===== config.mk =====
export PLATFORM = sky130hd
export DESIGN_NAME = ddchp_device_flat
export DESIGN_NICKNAME = d
export VERILOG_FILES = /design/src/verilog/ddchp_pkg.sv /design/src/verilog/ddchp_if.sv /design/src/verilog/ddchp_device.sv /design/src/verilog/ddchp_sync2.sv /design/src/flat_wrapper.sv
export SDC_FILE = /design/constraint.sdc
export NUM_CORES = 1
export LEC_CHECK = 0
export BUFFER_PORTS_ARGS = -buffer_cell sky130_fd_sc_hd__buf_4
export CORE_MARGIN = 2
export CORE_UTILIZATION = 56
export CTS_BUF_LIST = sky130_fd_sc_hd__clkbuf_8
export CTS_CLUSTER_DIAMETER = 120
export DETAILED_ROUTE_END_ITERATION = 8
export HOLD_SLACK_MARGIN = 0.12
export PLACE_DENSITY_LB_ADDON = 0.05
export SYNTH_ARGS = -nofsm -noshare
export SYNTH_HDL_FRONTEND = slang
export SYNTH_SLANG_ARGS = --single-unit
export TNS_END_PERCENT = 50

===== constraint.sdc =====
create_clock -name REF_CLK -period 4.3 [get_ports REF_CLK]
set_clock_uncertainty 0.15 [all_clocks]
set_input_delay 1.075 -clock REF_CLK [delete_from_list [all_inputs] [get_ports REF_CLK]]
set_output_delay 1.075 -clock REF_CLK [all_outputs]
set_load 0.005 [all_outputs]

===== src/verilog/ddchp_pkg.sv =====
// ddchp_pkg: shared constants for the downconverter host and sync port
// assumes: the device end and the checker use these names by package::name
package ddchp_pkg;
  // ---------------------------------------------------------------
  // bus widths
  // ---------------------------------------------------------------
  localparam int DATA_W = 8;
  localparam int ADDR_W = 3;
  // ---------------------------------------------------------------
  // control word slots (address selects one of eight)
  // ---------------------------------------------------------------
  localparam logic [2:0] CW_SYNC_SEL   = 3'h0; // front sync targets, sync out source
  localparam logic [2:0] CW_BACK_EN_A  = 3'h1; // fir sync enable
  localparam logic [2:0] CW_BACK_EN_B  = 3'h2; // timing nco sync enable
  localparam logic [2:0] CW_BACK_EN_C  = 3'h3; // agc sync enable
  localparam logic [2:0] CW_SER_DIV    = 3'h4; // serial bit clock divide ratio
  localparam logic [2:0] CW_SYNC_CMD   = 3'h5; // write fires sync strobe
  localparam logic [2:0] CW_SER_WORD   = 3'h6; // serial test word
  // ---------------------------------------------------------------
  // field positions
  // ---------------------------------------------------------------
  localparam int SEL_CIC_BIT   = 0;
  localparam int SEL_NCO_BIT   = 1;
  localparam int SEL_SRC_BIT   = 2; // 1: sample clock timed strobe
  localparam int EN_BIT        = 0;
  // ---------------------------------------------------------------
  // read locations
  // ---------------------------------------------------------------
  localparam logic [2:0] RD_STATUS     = 3'h0;
  localparam logic [2:0] RD_TIMING_ERR = 3'h1;
  localparam logic [2:0] RD_SYNC_CNT   = 3'h2;
  // ---------------------------------------------------------------
  // reset values and serial word length
  // ---------------------------------------------------------------
  localparam logic [7:0] RST_CW        = 8'h00;
  localparam logic [7:0] RST_DIV       = 8'h01;
  localparam int SER_WORD_BITS = 8;
endpackage


===== src/verilog/ddchp_if.sv =====
// ddchp_if: host strobed byte port plus serial and sync pins
// assumes: testbench resolves the data bus from the two enables
`timescale 1ns/10ps
interface ddchp_if;
  logic [7:0] host_data_to_dev;
  logic [7:0] host_data_from_dev;
  logic       host_data_oe;
  logic [7:0] dev_data_to_host;
  logic       dev_data_oe;
  logic [2:0] addr;
  logic       wr_n;
  logic       rd_n;
  logic       serial_data_out_a;
  logic       serial_data_out_b;
  logic       serial_bit_clock;
  logic       serial_frame_strobe;
  logic       serial_out_oe;
  logic       serial_output_disable;
  logic       sync_strobe_out;
  logic       front_sync_in;
  logic       back_sync_in;
  modport device (
    input  host_data_to_dev, addr, wr_n, rd_n, serial_output_disable, front_sync_in, back_sync_in,
    output dev_data_to_host, dev_data_oe, serial_data_out_a, serial_data_out_b, serial_bit_clock,
           serial_frame_strobe, serial_out_oe, sync_strobe_out
  );
  modport host (
    input  dev_data_to_host, dev_data_oe, serial_data_out_a, serial_data_out_b, serial_bit_clock,
           serial_frame_strobe, serial_out_oe, sync_strobe_out,
    output host_data_from_dev, host_data_oe, addr, wr_n, rd_n, serial_output_disable,
           front_sync_in, back_sync_in
  );
endinterface


===== src/verilog/ddchp_device.sv =====
// ddchp_device: device end of the host port, serial clocking and sync
// assumes: all pins asynchronous; REF_CLK is the processing clock;
// sample clock and timing reference arrive as pins and are sampled.
// Operation
// serial bit clock divides processing clock, set ratio
// serial disable high floats serial pins
// data bus eight bits, bit 7 msb
// address bus three bits, bit 2 msb
// write rising edge stores byte at address
// read falling edge drives selected location
// reference clock at most half processing clock
// timing error measured against reference clock
// chip sync out hands front to back
// chip sync in tied to one sync out
// front sync drives cic and nco as selected
// back sync drives fir, timing, agc enables
// host triggered sync strobe, selectable clock source
// front sections run on sample clock edge
// back sections run on processing clock edge
// all three clocks may be asynchronous
// frame strobe marks serial data words
// sample and processing clocks always present
// host words cross domains without tearing
`timescale 1ns/10ps
module ddchp_device (
  input  wire logic REF_CLK,
  input  wire logic SYS_RST,
  input  wire logic CLK_EN,
  ddchp_if.device   BUS,
  input  wire logic FRONTEND_SAMPLE_CLOCK,
  input  wire logic TIMING_REFERENCE_CLOCK,
  input  wire logic CHIP_SYNC_IN,
  output logic      CHIP_SYNC_OUT,
  output logic      CIC_SYNC,
  output logic      CARRIER_NCO_SYNC,
  output logic      FIR_SYNC,
  output logic      TIMING_NCO_SYNC,
  output logic      AGC_SYNC
);
  // ---------------------------------------------------------------
  // pin synchronisers
  // ---------------------------------------------------------------
  logic [2:0] strb_s;
  logic [7:0] data_s;
  logic [2:0] addr_s;
  logic [5:0] misc_s;
  // strobes, data and address pass two flops before use
  // strobes synchronised active high, so the flops' reset level matches the idle pins
  ddchp_sync2 #(.W(3)) u_strb (.clk(REF_CLK), .rst(SYS_RST), .ce(CLK_EN),
    .d({~BUS.wr_n, ~BUS.rd_n, BUS.serial_output_disable}), .q(strb_s));
  ddchp_sync2 #(.W(8)) u_data (.clk(REF_CLK), .rst(SYS_RST), .ce(CLK_EN),
    .d(BUS.host_data_to_dev), .q(data_s));
  ddchp_sync2 #(.W(3)) u_addr (.clk(REF_CLK), .rst(SYS_RST), .ce(CLK_EN), .d(BUS.addr), .q(addr_s));
  // clocks sampled as levels since every clock may be unrelated
  ddchp_sync2 #(.W(6)) u_misc (.clk(REF_CLK), .rst(SYS_RST), .ce(CLK_EN),
    .d({FRONTEND_SAMPLE_CLOCK, TIMING_REFERENCE_CLOCK, CHIP_SYNC_IN, BUS.front_sync_in,
        BUS.back_sync_in, 1'b0}), .q(misc_s));
  wire wr_s     = strb_s[2];  // write strobe asserted
  wire rd_s     = strb_s[1];  // read strobe asserted
  wire ser_dis  = strb_s[0];
  wire fclk_s   = misc_s[5];
  wire rclk_s   = misc_s[4];
  wire msync_s  = misc_s[3];
  wire fsync_s  = misc_s[2];
  wire bsync_s  = misc_s[1];
  // ---------------------------------------------------------------
  // edge detection on synchronised strobes and sample and reference clocks
  // ---------------------------------------------------------------
  logic wr_d_ff;
  logic rd_d_ff;
  logic fclk_d_ff;
  logic rclk_d_ff;
  always_ff @(posedge REF_CLK or posedge SYS_RST) begin
    if (SYS_RST) begin
      wr_d_ff   <= 1'b0;
      rd_d_ff   <= 1'b0;
      fclk_d_ff <= 1'b0;
      rclk_d_ff <= 1'b0;
    end else if (CLK_EN) begin
      wr_d_ff   <= wr_s;
      rd_d_ff   <= rd_s;
      fclk_d_ff <= fclk_s;
      rclk_d_ff <= rclk_s;
    end
  end
  wire wr_rise   = ~wr_s & wr_d_ff;  // pin rises as the asserted strobe ends
  wire rd_fall   = rd_s & ~rd_d_ff;
  wire fclk_rise = fclk_s & ~fclk_d_ff;
  wire rclk_rise = rclk_s & ~rclk_d_ff;
  // ---------------------------------------------------------------
  // control words
  // ---------------------------------------------------------------
  logic [7:0] cw_ff [8];
  // whole byte lands at once after both data and strobe settled
  always_ff @(posedge REF_CLK or posedge SYS_RST) begin
    if (SYS_RST) begin
      for (int i = 0; i < 8; i++) cw_ff[i] <= ddchp_pkg::RST_CW;
      cw_ff[ddchp_pkg::CW_SER_DIV] <= ddchp_pkg::RST_DIV;
    end else if (CLK_EN && wr_rise) begin
      cw_ff[addr_s] <= data_s;
    end
  end
  wire [7:0] sel_w    = cw_ff[ddchp_pkg::CW_SYNC_SEL];
  wire [7:0] div_w    = cw_ff[ddchp_pkg::CW_SER_DIV];
  wire       sync_cmd = wr_rise & (addr_s == ddchp_pkg::CW_SYNC_CMD);
  // ---------------------------------------------------------------
  // front/back handoff sync and section sync outputs
  // ---------------------------------------------------------------
  logic msync_tgl_ff;
  logic [1:0] fsync_ff;
  logic [2:0] bsync_ff;
  logic [7:0] sync_cnt_ff;
  // chip sync out toggles per front sample; handoff is taken from chip sync in
  always_ff @(posedge REF_CLK or posedge SYS_RST) begin
    if (SYS_RST) begin
      msync_tgl_ff <= 1'b0;
      fsync_ff     <= 2'b00;
      bsync_ff     <= 3'b000;
      sync_cnt_ff  <= 8'h00;
    end else if (CLK_EN) begin
      if (fclk_rise) msync_tgl_ff <= ~msync_tgl_ff;
      fsync_ff <= {2{fsync_s & msync_s}} &
                  {sel_w[ddchp_pkg::SEL_NCO_BIT], sel_w[ddchp_pkg::SEL_CIC_BIT]};
      bsync_ff <= {3{bsync_s}} & {cw_ff[ddchp_pkg::CW_BACK_EN_A][ddchp_pkg::EN_BIT],
                  cw_ff[ddchp_pkg::CW_BACK_EN_B][ddchp_pkg::EN_BIT],
                  cw_ff[ddchp_pkg::CW_BACK_EN_C][ddchp_pkg::EN_BIT]};
      if (bsync_s | fsync_s) sync_cnt_ff <= sync_cnt_ff + 8'h01;
    end
  end
  assign CHIP_SYNC_OUT    = msync_tgl_ff;
  assign CIC_SYNC         = fsync_ff[0];
  assign CARRIER_NCO_SYNC = fsync_ff[1];
  assign FIR_SYNC         = bsync_ff[2];
  assign TIMING_NCO_SYNC  = bsync_ff[1];
  assign AGC_SYNC         = bsync_ff[0];
  // ---------------------------------------------------------------
  // sync strobe out: processing clock or aligned to sample edge
  // ---------------------------------------------------------------
  logic pend_ff;
  logic strobe_ff;
  always_ff @(posedge REF_CLK or posedge SYS_RST) begin
    if (SYS_RST) begin
      pend_ff   <= 1'b0;
      strobe_ff <= 1'b0;
    end else if (CLK_EN) begin
      if (sel_w[ddchp_pkg::SEL_SRC_BIT]) begin
        // waits for next sample edge, so latency varies by one sample
        strobe_ff <= (pend_ff | sync_cmd) & fclk_rise;
        pend_ff   <= (pend_ff | sync_cmd) & ~fclk_rise;
      end else begin
        strobe_ff <= sync_cmd;
        pend_ff   <= 1'b0;
      end
    end
  end
  assign BUS.sync_strobe_out = strobe_ff;
  // ---------------------------------------------------------------
  // timing error: processing cycles between reference edges
  // ---------------------------------------------------------------
  logic [7:0] te_cnt_ff;
  logic [7:0] te_ff;
  always_ff @(posedge REF_CLK or posedge SYS_RST) begin
    if (SYS_RST) begin
      te_cnt_ff <= 8'h00;
      te_ff     <= 8'h00;
    end else if (CLK_EN) begin
      if (rclk_rise) begin
        te_ff     <= te_cnt_ff;
        te_cnt_ff <= 8'h00;
      end else begin
        te_cnt_ff <= te_cnt_ff + 8'h01;
      end
    end
  end
  // ---------------------------------------------------------------
  // host read path
  // ---------------------------------------------------------------
  logic [7:0] rdata_ff;
  logic       rd_oe_ff;
  wire  [7:0] rd_mux = (addr_s == ddchp_pkg::RD_STATUS)     ? {5'h00, pend_ff, ser_dis, msync_s} :
                       (addr_s == ddchp_pkg::RD_TIMING_ERR) ? te_ff :
                       (addr_s == ddchp_pkg::RD_SYNC_CNT)   ? sync_cnt_ff : 8'h00;
  // data captured at falling read edge, held until strobe returns high
  always_ff @(posedge REF_CLK or posedge SYS_RST) begin
    if (SYS_RST) begin
      rdata_ff <= 8'h00;
      rd_oe_ff <= 1'b0;
    end else if (CLK_EN) begin
      if (rd_fall) rdata_ff <= rd_mux;
      if (rd_fall) rd_oe_ff <= 1'b1;
      else if (~rd_s) rd_oe_ff <= 1'b0;
    end
  end
  assign BUS.dev_data_to_host = rdata_ff;
  assign BUS.dev_data_oe      = rd_oe_ff;
  // ---------------------------------------------------------------
  // serial output: divided bit clock, frame strobe, shift data
  // ---------------------------------------------------------------
  logic [7:0] div_cnt_ff;
  logic       sclk_ff;
  logic [2:0] bit_ff;
  logic [7:0] sh_ff;
  logic       frame_ff;
  wire        div_hit = (div_cnt_ff >= div_w);
  // half period of div ratio plus one processing cycles; zero gives one cycle
  always_ff @(posedge REF_CLK or posedge SYS_RST) begin
    if (SYS_RST) begin
      div_cnt_ff <= 8'h00;
      sclk_ff    <= 1'b0;
      bit_ff     <= 3'h0;
      sh_ff      <= 8'h00;
      frame_ff   <= 1'b0;
    end else if (CLK_EN) begin
      div_cnt_ff <= div_hit ? 8'h00 : div_cnt_ff + 8'h01;
      if (div_hit) begin
        sclk_ff <= ~sclk_ff;
        if (sclk_ff) begin    // data changes on falling bit clock
          frame_ff <= (bit_ff == 3'h7);
          bit_ff   <= bit_ff + 3'h1;
          sh_ff    <= (bit_ff == 3'h7) ? cw_ff[ddchp_pkg::CW_SER_WORD] : {sh_ff[6:0], 1'b0};
        end
      end
    end
  end
  assign BUS.serial_bit_clock    = sclk_ff;
  assign BUS.serial_frame_strobe = frame_ff;
  assign BUS.serial_data_out_a   = sh_ff[7];
  assign BUS.serial_data_out_b   = sh_ff[0];
  assign BUS.serial_out_oe       = ~ser_dis;
endmodule


===== src/verilog/ddchp_sync2.sv =====
// ddchp_sync2: two flip-flop level synchroniser
// assumes: d comes from another clock domain or a pin
`timescale 1ns/10ps
module ddchp_sync2 #(
  parameter int W = 1
) (
  input  wire logic         clk,
  input  wire logic         rst,
  input  wire logic         ce,
  input  wire logic [W-1:0] d,
  output logic      [W-1:0] q
);
  logic [W-1:0] meta_ff;
  // ---------------------------------------------------------------
  // two stages; first stage read only by the second
  // ---------------------------------------------------------------
  always_ff @(posedge clk or posedge rst) begin
    if (rst) begin
      meta_ff <= '0;
      q       <= '0;
    end else if (ce) begin
      meta_ff <= d;
      q       <= meta_ff;
    end
  end
endmodule


===== src/flat_wrapper.sv =====
// flat-port wrapper written by rule: the top's interface ports become plain ports
module ddchp_device_flat 
  (REF_CLK, SYS_RST, CLK_EN, FRONTEND_SAMPLE_CLOCK, TIMING_REFERENCE_CLOCK, CHIP_SYNC_IN, CHIP_SYNC_OUT, CIC_SYNC, CARRIER_NCO_SYNC, FIR_SYNC, TIMING_NCO_SYNC, AGC_SYNC, BUS_host_data_to_dev, BUS_addr, BUS_wr_n, BUS_rd_n, BUS_serial_output_disable, BUS_front_sync_in, BUS_back_sync_in, BUS_dev_data_to_host, BUS_dev_data_oe, BUS_serial_data_out_a, BUS_serial_data_out_b, BUS_serial_bit_clock, BUS_serial_frame_strobe, BUS_serial_out_oe, BUS_sync_strobe_out);
  ddchp_if BUS_i ();
  input  wire logic REF_CLK;
  input  wire logic SYS_RST;
  input  wire logic CLK_EN;
  input  wire logic FRONTEND_SAMPLE_CLOCK;
  input  wire logic TIMING_REFERENCE_CLOCK;
  input  wire logic CHIP_SYNC_IN;
  output logic CHIP_SYNC_OUT;
  output logic CIC_SYNC;
  output logic CARRIER_NCO_SYNC;
  output logic FIR_SYNC;
  output logic TIMING_NCO_SYNC;
  output logic AGC_SYNC;
  input wire logic [$bits(BUS_i.host_data_to_dev)-1:0] BUS_host_data_to_dev;
  input wire logic [$bits(BUS_i.addr)-1:0] BUS_addr;
  input wire logic [$bits(BUS_i.wr_n)-1:0] BUS_wr_n;
  input wire logic [$bits(BUS_i.rd_n)-1:0] BUS_rd_n;
  input wire logic [$bits(BUS_i.serial_output_disable)-1:0] BUS_serial_output_disable;
  input wire logic [$bits(BUS_i.front_sync_in)-1:0] BUS_front_sync_in;
  input wire logic [$bits(BUS_i.back_sync_in)-1:0] BUS_back_sync_in;
  output wire logic [$bits(BUS_i.dev_data_to_host)-1:0] BUS_dev_data_to_host;
  output wire logic [$bits(BUS_i.dev_data_oe)-1:0] BUS_dev_data_oe;
  output wire logic [$bits(BUS_i.serial_data_out_a)-1:0] BUS_serial_data_out_a;
  output wire logic [$bits(BUS_i.serial_data_out_b)-1:0] BUS_serial_data_out_b;
  output wire logic [$bits(BUS_i.serial_bit_clock)-1:0] BUS_serial_bit_clock;
  output wire logic [$bits(BUS_i.serial_frame_strobe)-1:0] BUS_serial_frame_strobe;
  output wire logic [$bits(BUS_i.serial_out_oe)-1:0] BUS_serial_out_oe;
  output wire logic [$bits(BUS_i.sync_strobe_out)-1:0] BUS_sync_strobe_out;
  assign BUS_i.host_data_to_dev = BUS_host_data_to_dev;
  assign BUS_i.addr = BUS_addr;
  assign BUS_i.wr_n = BUS_wr_n;
  assign BUS_i.rd_n = BUS_rd_n;
  assign BUS_i.serial_output_disable = BUS_serial_output_disable;
  assign BUS_i.front_sync_in = BUS_front_sync_in;
  assign BUS_i.back_sync_in = BUS_back_sync_in;
  assign BUS_dev_data_to_host = BUS_i.dev_data_to_host;
  assign BUS_dev_data_oe = BUS_i.dev_data_oe;
  assign BUS_serial_data_out_a = BUS_i.serial_data_out_a;
  assign BUS_serial_data_out_b = BUS_i.serial_data_out_b;
  assign BUS_serial_bit_clock = BUS_i.serial_bit_clock;
  assign BUS_serial_frame_strobe = BUS_i.serial_frame_strobe;
  assign BUS_serial_out_oe = BUS_i.serial_out_oe;
  assign BUS_sync_strobe_out = BUS_i.sync_strobe_out;
  ddchp_device u_core (.REF_CLK(REF_CLK), .SYS_RST(SYS_RST), .CLK_EN(CLK_EN), .BUS(BUS_i), .FRONTEND_SAMPLE_CLOCK(FRONTEND_SAMPLE_CLOCK), .TIMING_REFERENCE_CLOCK(TIMING_REFERENCE_CLOCK), .CHIP_SYNC_IN(CHIP_SYNC_IN), .CHIP_SYNC_OUT(CHIP_SYNC_OUT), .CIC_SYNC(CIC_SYNC), .CARRIER_NCO_SYNC(CARRIER_NCO_SYNC), .FIR_SYNC(FIR_SYNC), .TIMING_NCO_SYNC(TIMING_NCO_SYNC), .AGC_SYNC(AGC_SYNC));
endmodule

==> results of run 1 <==
-- registers in the layout, indices dropped and copies added, names as in the netlist, 2 cells and up --
name                         cells
u_core.cw_ff                    11
u_core.BUS.dev_data_to_host      8
u_core.div_cnt_ff                8
u_core.div_w                     8
u_core.sh_ff                     8
u_core.sync_cnt_ff               8
u_core.te_cnt_ff                 8
u_core.te_ff                     8
u_core.u_data.meta_ff            8
u_core.u_data.q                  8
u_core.u_misc.meta_ff            5
u_core.u_misc.q                  5
u_core.bit_ff                    3
u_core.bsync_ff                  3
u_core.sel_w                     3
u_core.u_addr.meta_ff            3
u_core.u_addr.q                  3
u_core.u_strb.meta_ff            3
u_core.u_strb.q                  3
u_core.fsync_ff                  2
-- worst min-delay path by stage --
| stage | cells past startpoint | slack (ns) | endpoint | startpoint |
|---|---|---|---|---|
| 5_1_grt | 1 | 0.34 | u_core.sync_cnt_ff[7] | u_core.sync_cnt_ff[7] |
| 2_1_floorplan | 2 | 0.30 | u_core.te_ff[0] | u_core.te_ff[0] |
| 6_report | 1 | 0.33 | u_core.sync_cnt_ff[7] | u_core.sync_cnt_ff[7] |
| 4_1_cts | 1 | 0.33 | u_core.sync_cnt_ff[7] | u_core.sync_cnt_ff[7] |
| 3_5_place_dp | 1 | 0.31 | u_core.sync_cnt_ff[7] | u_core.sync_cnt_ff[7] |
| 3_3_place_gp | 2 | 0.31 | u_core.u_strb.q[0] | u_core.u_strb.meta_ff[0] |
-- where the power goes --
| part | switching [W] | total [W] | internal [W] |
|---|---|---|---|
| Sequential | 0.000269 | 0.00178 | 0.00151 |
| Clock | 0.000419 | 0.000920 | 0.000501 |
| Combinational | 0.000381 | 0.000847 | 0.000466 |
-- metrics by stage --
stage	std cells	power, W
final	625	0.00354
after global routing	625	0.00379
after CTS	625	0.00358
after detailed placement	597	0.00265
after global placement	597	0.00261
after floorplan	440	0.00236
-- cell type report --
cell class	count	area [µm²]
sequential	126	3150
fill	708	3110
multi-input combinational	275	2100
timing repair buffer	46	358
clock buffer	21	289
tap	129	161
inverter	21	82.6
clock inverter	7	65.1
-- worst max-delay path, delay by kind of cell --
family | cells | cell delay, ns
buffers and inverters | 2 | 0.77
muxes | 1 | 0.30
and+or+nand+nor | 2 | 0.41
-- kinds of logic after synthesis --
group	Yosys count	share of synthesized area, %
compound gates	52	6.41
xor+xnor	21	3.39
fa+ha+maj	13	3.00
buf+inv	39	3.07
flops	126	58.2
mux	77	15.9
simple gates	112	10.1
-- synth_stat cells, types with 7 or more instances --
master   number
a22o_1       13
a31oi_1       8
buf_2        10
dfrtp_1     125
ha_1         13
inv_1        21
mux2_2       61
mux2i_1      13
nand2_1      44
nand3_1       9
nand4_1       7
nor2_1       21
nor2b_1       8
nor3_1        8
o21ai_0      16
xnor2_1       8
xor2_1       13
-- per-layer routing --
layer / vias up / global-route usage (%) / routed length [µm]
met5: - / 0 / 0
met4: 0 / 8.31 / 116
met3: 11 / 5.54 / 358
met2: 69 / 27.8 / 4030
met1: 1689 / 31.2 / 5130
li1: 1619 / - / -
==> flow_metrics.tcl, run 1 <==
set metrics [dict create \
    status "completed" \
    timing.rr.start "u_core.div_cnt_ff[1]" \
    die_w_um 102 \
    drc 0 \
    hold_slack_ns 0.325 \
    grt_pass1_vias 3322 \
    cpMostUsedCell "buf_4" \
    drv_cap 0 \
    synth_top_flop_cell "dfrtp_1" \
    required_ns 4.46 \
    std_cell_rows 35 \
    yosys.area.top_type_share_pct 57.7 \
    worst-setup-path-type "input port to register" \
    clkTransAtPathRegs_ns 0.07 \
    synth_top_cell_by_area "dfrtp_1" \
    critPathLaunchType "input port" \
    async_flop_share_pct 100 \
    design.core.area_mm2 0.00933 \
    crit_slowest_cell "buf_4" \
    route.vias.total 3388 \
    cts_hold_buffers 0 \
    timing.rr.end "u_core.bit_ff[2]" \
    final_cell_mix "dfrtp_1 (125), mux2_2 (61), buf_4 (45), nand2_1 (44)" \
    grt_max_degree 84 \
    hpwl_um 6530 \
    viasPerCell 5.42 \
    ys_types 38 \
    synth_edf_count 0 \
    crit_path_end "u_core.bit_ff[2]" \
    syn_nets 475 \
    start_util_pct 58.1 \
    antenna_cells 0 \
    antenna_found_initial 0 \
    power_density_mw_per_mm2 570 \
    crit_arrival_ns 2.58 \
    yosysWarningCount 0 \
    fin_tns_setup_ns 0 \
    cts_resized 0 \
    reg2reg_slack_ns 1.97 \
    syn_inst 440 \
    io_buffers 42 \
    design_area_mm2 0.00621 \
    final-setup-viol-count 0 \
    wl_per_cell_um 15.4 \
    cts_tree "yes" \
    synth-seq-cells 126 \
    fp.dieH_um 102 \
    slew_viol_final 0 \
    ff2ff_path_depth 6 \
    startpoint "CLK_EN" \
    min_period_ns 2.42 \
    fmaxAchievable_mhz 412 \
    gp_congestion 0.824 \
    relSlewSlack_pct 38.8 \
    area_growth_pct 14.6 \
    yosysSeqAreaShare_pct 58.2 \
    finish.utilization_pct 66.6 \
    pin_count 43 \
    cp-end-kind "register" \
    drive_gt1_share_pct 29.2 \
    timing.final.ws_setup_ns 1.88 \
    syn_area_mm2 0.00542 \
    place_ws_ns 1.43 \
    grt_overflow 0 \
    cts_buffers 17 \
    tightest_slew_ns 0.916 \
    fin_crit_sh_pct 56.4 \
    max_stage_delay_ns 0.40 \
    clockRootBuffer "clkbuf_8" \
    path_max_fanout 42 \
    synth_area_leaders "dfrtp_1 (58%), mux2_2 (13%), nand2_1 (3.0%), ha_1 (3.0%), mux2i_1 (2.4%)" \
    final_common_cell "dfrtp_1" \
    final_nets 522 \
    grt_first_pass_wirelength_um 16200 \
    rsz0062_at_grt "false" \
    clock_sinks 126 \
    insertion_delay_ns 0.42 \
    fp.dieArea_mm2 0.0105 \
    h-tree-depth 4 \
    place_area_mm2 0.00586 \
    track_usage_pct 20.5 \
    path_cells "buf_4 > buf_4 > and3_4 > nor2_8 > mux2_4" \
    avgSynthCellArea_um2 12.3 \
    clockBufferDepth 2 \
    final_hold_viol_count 0 \
    ant_nets 0 \
    hold_class "register to register" \
    routed_wl_um 9630 \
    p_leak_nw 2.92 \
    drtPass1Iterations 6 \
    drt_iter0_markers 117 \
    cts_setup_buffers 0 \
    ir_worst_vdd_v 0.000275 \
]
Note: power is estimated with default switching activity, not from simulation.
==> run 2, diff against run 1 <==
==> constraint.sdc (replaced) <==
create_clock -name REF_CLK -period 2.14 [get_ports REF_CLK]
set_clock_uncertainty 0.15 [all_clocks]
set_input_delay 0.535 -clock REF_CLK [delete_from_list [all_inputs] [get_ports REF_CLK]]
set_output_delay 0.535 -clock REF_CLK [all_outputs]
set_load 0.005 [all_outputs]
==> flow_metrics.tcl, run 2 (synthesis gave the netlist of run 1 again) <==
set metrics [dict create \
    viasPerCell 5.35 \
    whs_endpoint "u_core.u_data.meta_ff[6]" \
    path_max_fanout 5 \
    critPathLaunchType "register" \
    status "completed" \
    fin_crit_sh_pct 99.4 \
    drv_cap 0 \
    regMostFlops "u_core.cw_ff" \
    timing.rr.end "u_core.bit_ff[2]" \
    ant_nets 0 \
    ff2ff_path_depth 7 \
    timing.final.ws_setup_ns 0.0133 \
    gp_congestion 0.802 \
    hold_start "BUS_host_data_to_dev[6]" \
    die_w_um 102 \
    place_ws_ns -0.0301 \
    finish.utilization_pct 69.3 \
    fin_tns_setup_ns 0 \
    grt_pass1_vias 3350 \
    drc 0 \
    route.vias.total 3458 \
    wl_met3_um 393 \
    drive_gt1_share_pct 33.3 \
    min_period_ns 2.13 \
    insertion_delay_ns 0.43 \
    final_cell_mix "dfrtp_1 (125), mux2_2 (61), buf_4 (59), nand2_1 (44), inv_1 (22)" \
    crit_family "compound AO/OA/AOI/OAI gates" \
    grt_first_pass_wirelength_um 16400 \
    required_ns 2.30 \
    clockRootBuffer "clkbuf_8" \
    timing.rr.start "u_core.div_w[1]" \
    fp.dieArea_mm2 0.0105 \
    routed_wl_um 9890 \
    final_nets 540 \
    antenna_found_initial 0 \
    final-setup-viol-count 0 \
    power_w 0.00751 \
    placedCellCount 611 \
    drtPass1Iterations 4 \
    grt_overflow 0 \
    worst-setup-path-type "register to register" \
    cts_buffers 17 \
    clkTransAtPathRegs_ns 0.07 \
    fp.dieH_um 102 \
    antenna_cells 0 \
    power_density_mw_per_mm2 1160 \
    std_cell_rows 35 \
    track_usage_pct 20.9 \
    grt_max_degree 65 \
    reg2reg_slack_ns 0.01 \
    highest_layer "met4" \
    clockBufferDepth 2 \
    critPathBufInv 1 \
    start_util_pct 58.1 \
    h-tree-depth 4 \
    cp-end-kind "register" \
    fin_cells 646 \
    design.core.area_mm2 0.00933 \
    crit_arrival_ns 2.29 \
    rsz0062_at_grt "true" \
    final_hold_viol_count 0 \
    max_stage_delay_ns 0.38 \
    drt_iter0_markers 207 \
    hpwl_um 6820 \
    wl_per_cell_um 15.3 \
    hold_class "input port to register" \
    p_leak_nw 3.03 \
    pin_count 43 \
    slew_viol_final 0 \
    wl_met2_um 4390 \
    area_growth_pct 19.2 \
    hold_depth 2 \
    fmaxAchievable_mhz 470 \
    tightest_slew_ns 0.530 \
    final_common_cell "dfrtp_1" \
    m1WireLength_um 5020 \
    clock_sinks 126 \
    ir_worst_vdd_v 0.000617 \
    cts_tree "yes" \
    relSlewSlack_pct 64.6 \
    largest_reg_flops 11 \
    path_cells "inv_1 > ha_4 > nor2b_1 > o211a_1 > o311a_4 > nor2_8 > mux2_4" \
    io_buffers 42 \
    crit_slowest_cell "dfrtp_1" \
]
==> run 2: cell count changes in the layout (fill, tap and decap cells not counted), moves of 3 or more <==
cell	delta
buf_4	+14
clkbuf_8	-4
nor3_1	-7
dlygate4sd3_1	+3
nor3_2	+7
==> run 2: final cells by class <==
cell class	count	area, µm²
clock buffers	17	234
clock inverters	14	130
fillers	702	2860
inverters	21	82.6
multi-input cells	275	2190
flip-flops and latches	126	3150
well taps	129	161
repair buffers	64	513
==> run 2: worst max-delay path by stage <==
stage	end	depth (start not counted)	slack (ns)	from
3_5_place_dp	u_core.bit_ff[1]	6	-0.03	u_core.div_cnt_ff[1]
3_3_place_gp	u_core.BUS.serial_frame_strobe	6	0.005	u_core.div_cnt_ff[1]
5_1_grt	u_core.sh_ff[2]	8	-0.06	u_core.div_w[1]
4_1_cts	u_core.bit_ff[1]	6	0.009	u_core.div_cnt_ff[1]
6_report	u_core.bit_ff[2]	7	0.01	u_core.div_w[1]
2_1_floorplan	u_core.BUS.dev_data_oe	1	-0.1	SYS_RST
==> run 2: power by group <==
part / internal (W) / switching (W)
sequential: 0.00303 / 0.000536
combinational: 0.00115 / 0.000905
clock: 0.00101 / 0.000894
==> run 2: per-stage QoR <==
stage          instance area (µm²)  hold WS [ns]
4_1_cts                       6390         0.153
2_1_floorplan                 5440         0.296
3_3_place_gp                  5990         0.307
3_5_place_dp                  5990         0.319
6_report                      6470         0.182
5_1_grt                       6470         0.154
==> run 2: timing repair <==
action,CTS,global route
pin swaps,3,5
endpoints found under the setup margin,3,11
setup buffers,1,0
hold endpoints to repair,127,0
hold buffers,3,0
gates resized for setup,0,12
==> run 2: metal layers <==
layer	up-vias	global-route usage (%)
met1	1722	31.3
met5	-	0
met2	66	29.1
met3	8	6.29
met4	0	7.38
li1	1662	-
==> run 3, diff against run 2 <==
--- a/config.mk
+++ b/config.mk
@@ -13,6 +13,7 @@
 export DETAILED_ROUTE_END_ITERATION = 8
 export HOLD_SLACK_MARGIN = 0.12
 export PLACE_DENSITY_LB_ADDON = 0.05
+export SETUP_SLACK_MARGIN = 0.4
 export SYNTH_ARGS = -nofsm -noshare
 export SYNTH_HDL_FRONTEND = slang
 export SYNTH_SLANG_ARGS = --single-unit
==> flow_metrics.tcl, run 3 (synthesis gave the netlist of run 1 again) <==
set metrics [dict create \
    io_buffers 42 \
    pin_count 43 \
    gp_congestion 0.802 \
    track_usage_pct 21.2 \
    final_cell_mix "dfrtp_1 (124), mux2_2 (61), buf_4 (61), nand2_1 (43), inv_1 (20)" \
    area_growth_pct 21.1 \
    max_stage_delay_ns 0.39 \
    use_met3_pct 6.29 \
    fmaxAchievable_mhz 464 \
    p_leak_nw 3.05 \
    regMostFlops "u_core.cw_ff" \
    clockBufferDepth 2 \
    design.core.area_mm2 0.00933 \
    crit_family "compound AO/OA/AOI/OAI gates" \
    grt_pass1_vias 3392 \
    grt_overflow 0 \
    ff2ff_path_depth 7 \
    slew_viol_final 0 \
    crit_path_end "u_core.bit_ff[2]" \
    clkTransAtPathRegs_ns 0.07 \
    cp-end-kind "register" \
    cp.depth 7 \
    routed_wl_um 10000 \
    drv_cap 0 \
    timing.final.ws_setup_ns -0.0137 \
    final_hold_viol_count 0 \
    critPathLaunchType "register" \
    antenna_found_initial 0 \
    required_ns 2.31 \
    met1_usage_pct 31.7 \
    path_max_fanout 5 \
    hold_class "input port to register" \
    tightest_slew_ns 0.502 \
    wl_per_cell_um 15.5 \
    num-fill-cells 687 \
    grt_max_degree 65 \
    fp.dieH_um 102 \
    drc 0 \
    ant_nets 0 \
    hold_start "BUS_host_data_to_dev[6]" \
    hpwl_um 6820 \
    start_util_pct 58.1 \
    min_period_ns 2.15 \
    fin_crit_sh_pct 101 \
    crit_arrival_ns 2.32 \
    hold_depth 2 \
    violations "setup timing" \
    status "finished, violations left" \
    power_w 0.00770 \
    insertion_delay_ns 0.44 \
    path_cells "inv_2 > ha_4 > nor2b_1 > o211a_1 > o311a_4 > nor2_8 > mux2_4" \
    final_common_cell "dfrtp_1" \
    fp.dieArea_mm2 0.0105 \
    hold_slack_ns 0.176 \
    timing.rr.start "u_core.div_w[1]" \
    grt_first_pass_wirelength_um 16700 \
    use_met2_pct 29.6 \
    relSlewSlack_pct 66.5 \
    reg2reg_slack_ns -0.01 \
    crit_slowest_cell "dfrtp_1" \
    ir_worst_vdd_v 0.000617 \
    critPathBufInv 1 \
    power_density_mw_per_mm2 1170 \
    viasPerCell 5.35 \
    die_w_um 102 \
    std_cell_rows 35 \
    timing.rr.end "u_core.bit_ff[2]" \
    rsz0062_at_grt "true" \
    clock_sinks 126 \
    drive_gt1_share_pct 36.9 \
    worst-setup-path-type "register to register" \
    clockRootBuffer "clkbuf_8" \
    h-tree-depth 4 \
    drt_iter0_markers 190 \
    fin_tns_setup_ns -0.0402 \
    cts_buffers 17 \
    route.vias.total 3469 \
    busiest_layer "met1" \
    startpoint "u_core.div_w[1]" \
    final-setup-viol-count 3 \
    drtPass1Iterations 4 \
    largest_reg_flops 11 \
    final_nets 543 \
    antenna_cells 0 \
    cts_tree "yes" \
]
## run 3: cell types whose count changed in the layout (fill, tap and decap cells not counted), sizes merged
cell | before | now
buf | 61 | 64
## run 3: area by class of cell
class                   count  area [µm²]  area share, %
clock buffers              17         234           3.56
clock inverters            14         130           1.98
inverters                  21        82.6           1.26
multi-input cells         275        2260           34.5
flip-flops and latches    126        3160           48.0
well taps                 129         161           2.46
repair buffers             67         539           8.21
## run 3: power by group
part,switching [W],internal (W)
clock,0.000901,0.00101
combinational,0.000992,0.00124
sequential,0.000538,0.00303
## run 3: worst min-delay path by stage
stage / end
after floorplan: u_core.te_ff[0]
after global placement: u_core.u_strb.q[0]
after detailed placement: u_core.u_strb.q[0]
after CTS: u_core.u_misc.meta_ff[4]
after global routing: u_core.u_data.meta_ff[2]
final: u_core.u_data.meta_ff[6]
## run 3: per-layer routing
metal	wire length (µm)	vias to the layer above
met5	0	-
met4	125	0
met3	472	11
met2	4420	66
met1	5020	1723
li1	-	1669
## run 3: worst register-to-register path, stage by stage, from the launching register on
cell and delay, ns:
dfrtp_1 0.39, inv_2 0.08, ha_4 0.20, nor2b_1 0.12, o211a_1 0.23, o311a_4 0.39, nor2_8 0.16, mux2_4 0.31
## run 3: per-stage QoR
step	instances	utilization (%)	instance area [µm²]	worst slack (ns)
after floorplan	440	-	5440	-0.0975
after global routing	649	70.4	6570	-0.0587
final	649	70.4	6570	-0.0137
after CTS	648	69.3	6460	0.0456
after global placement	611	64.2	5990	0.00505
after detailed placement	611	64.2	5990	-0.0301
## run 3: what timing repair did
action / CTS / global route
hold buffers: 3 / 0
setup endpoints to repair: 38 / 43
endpoints found under the hold margin: 127 / 0
buffers inserted: 3 / 1
resized for setup: 15 / 24
pin swaps: 9 / 5
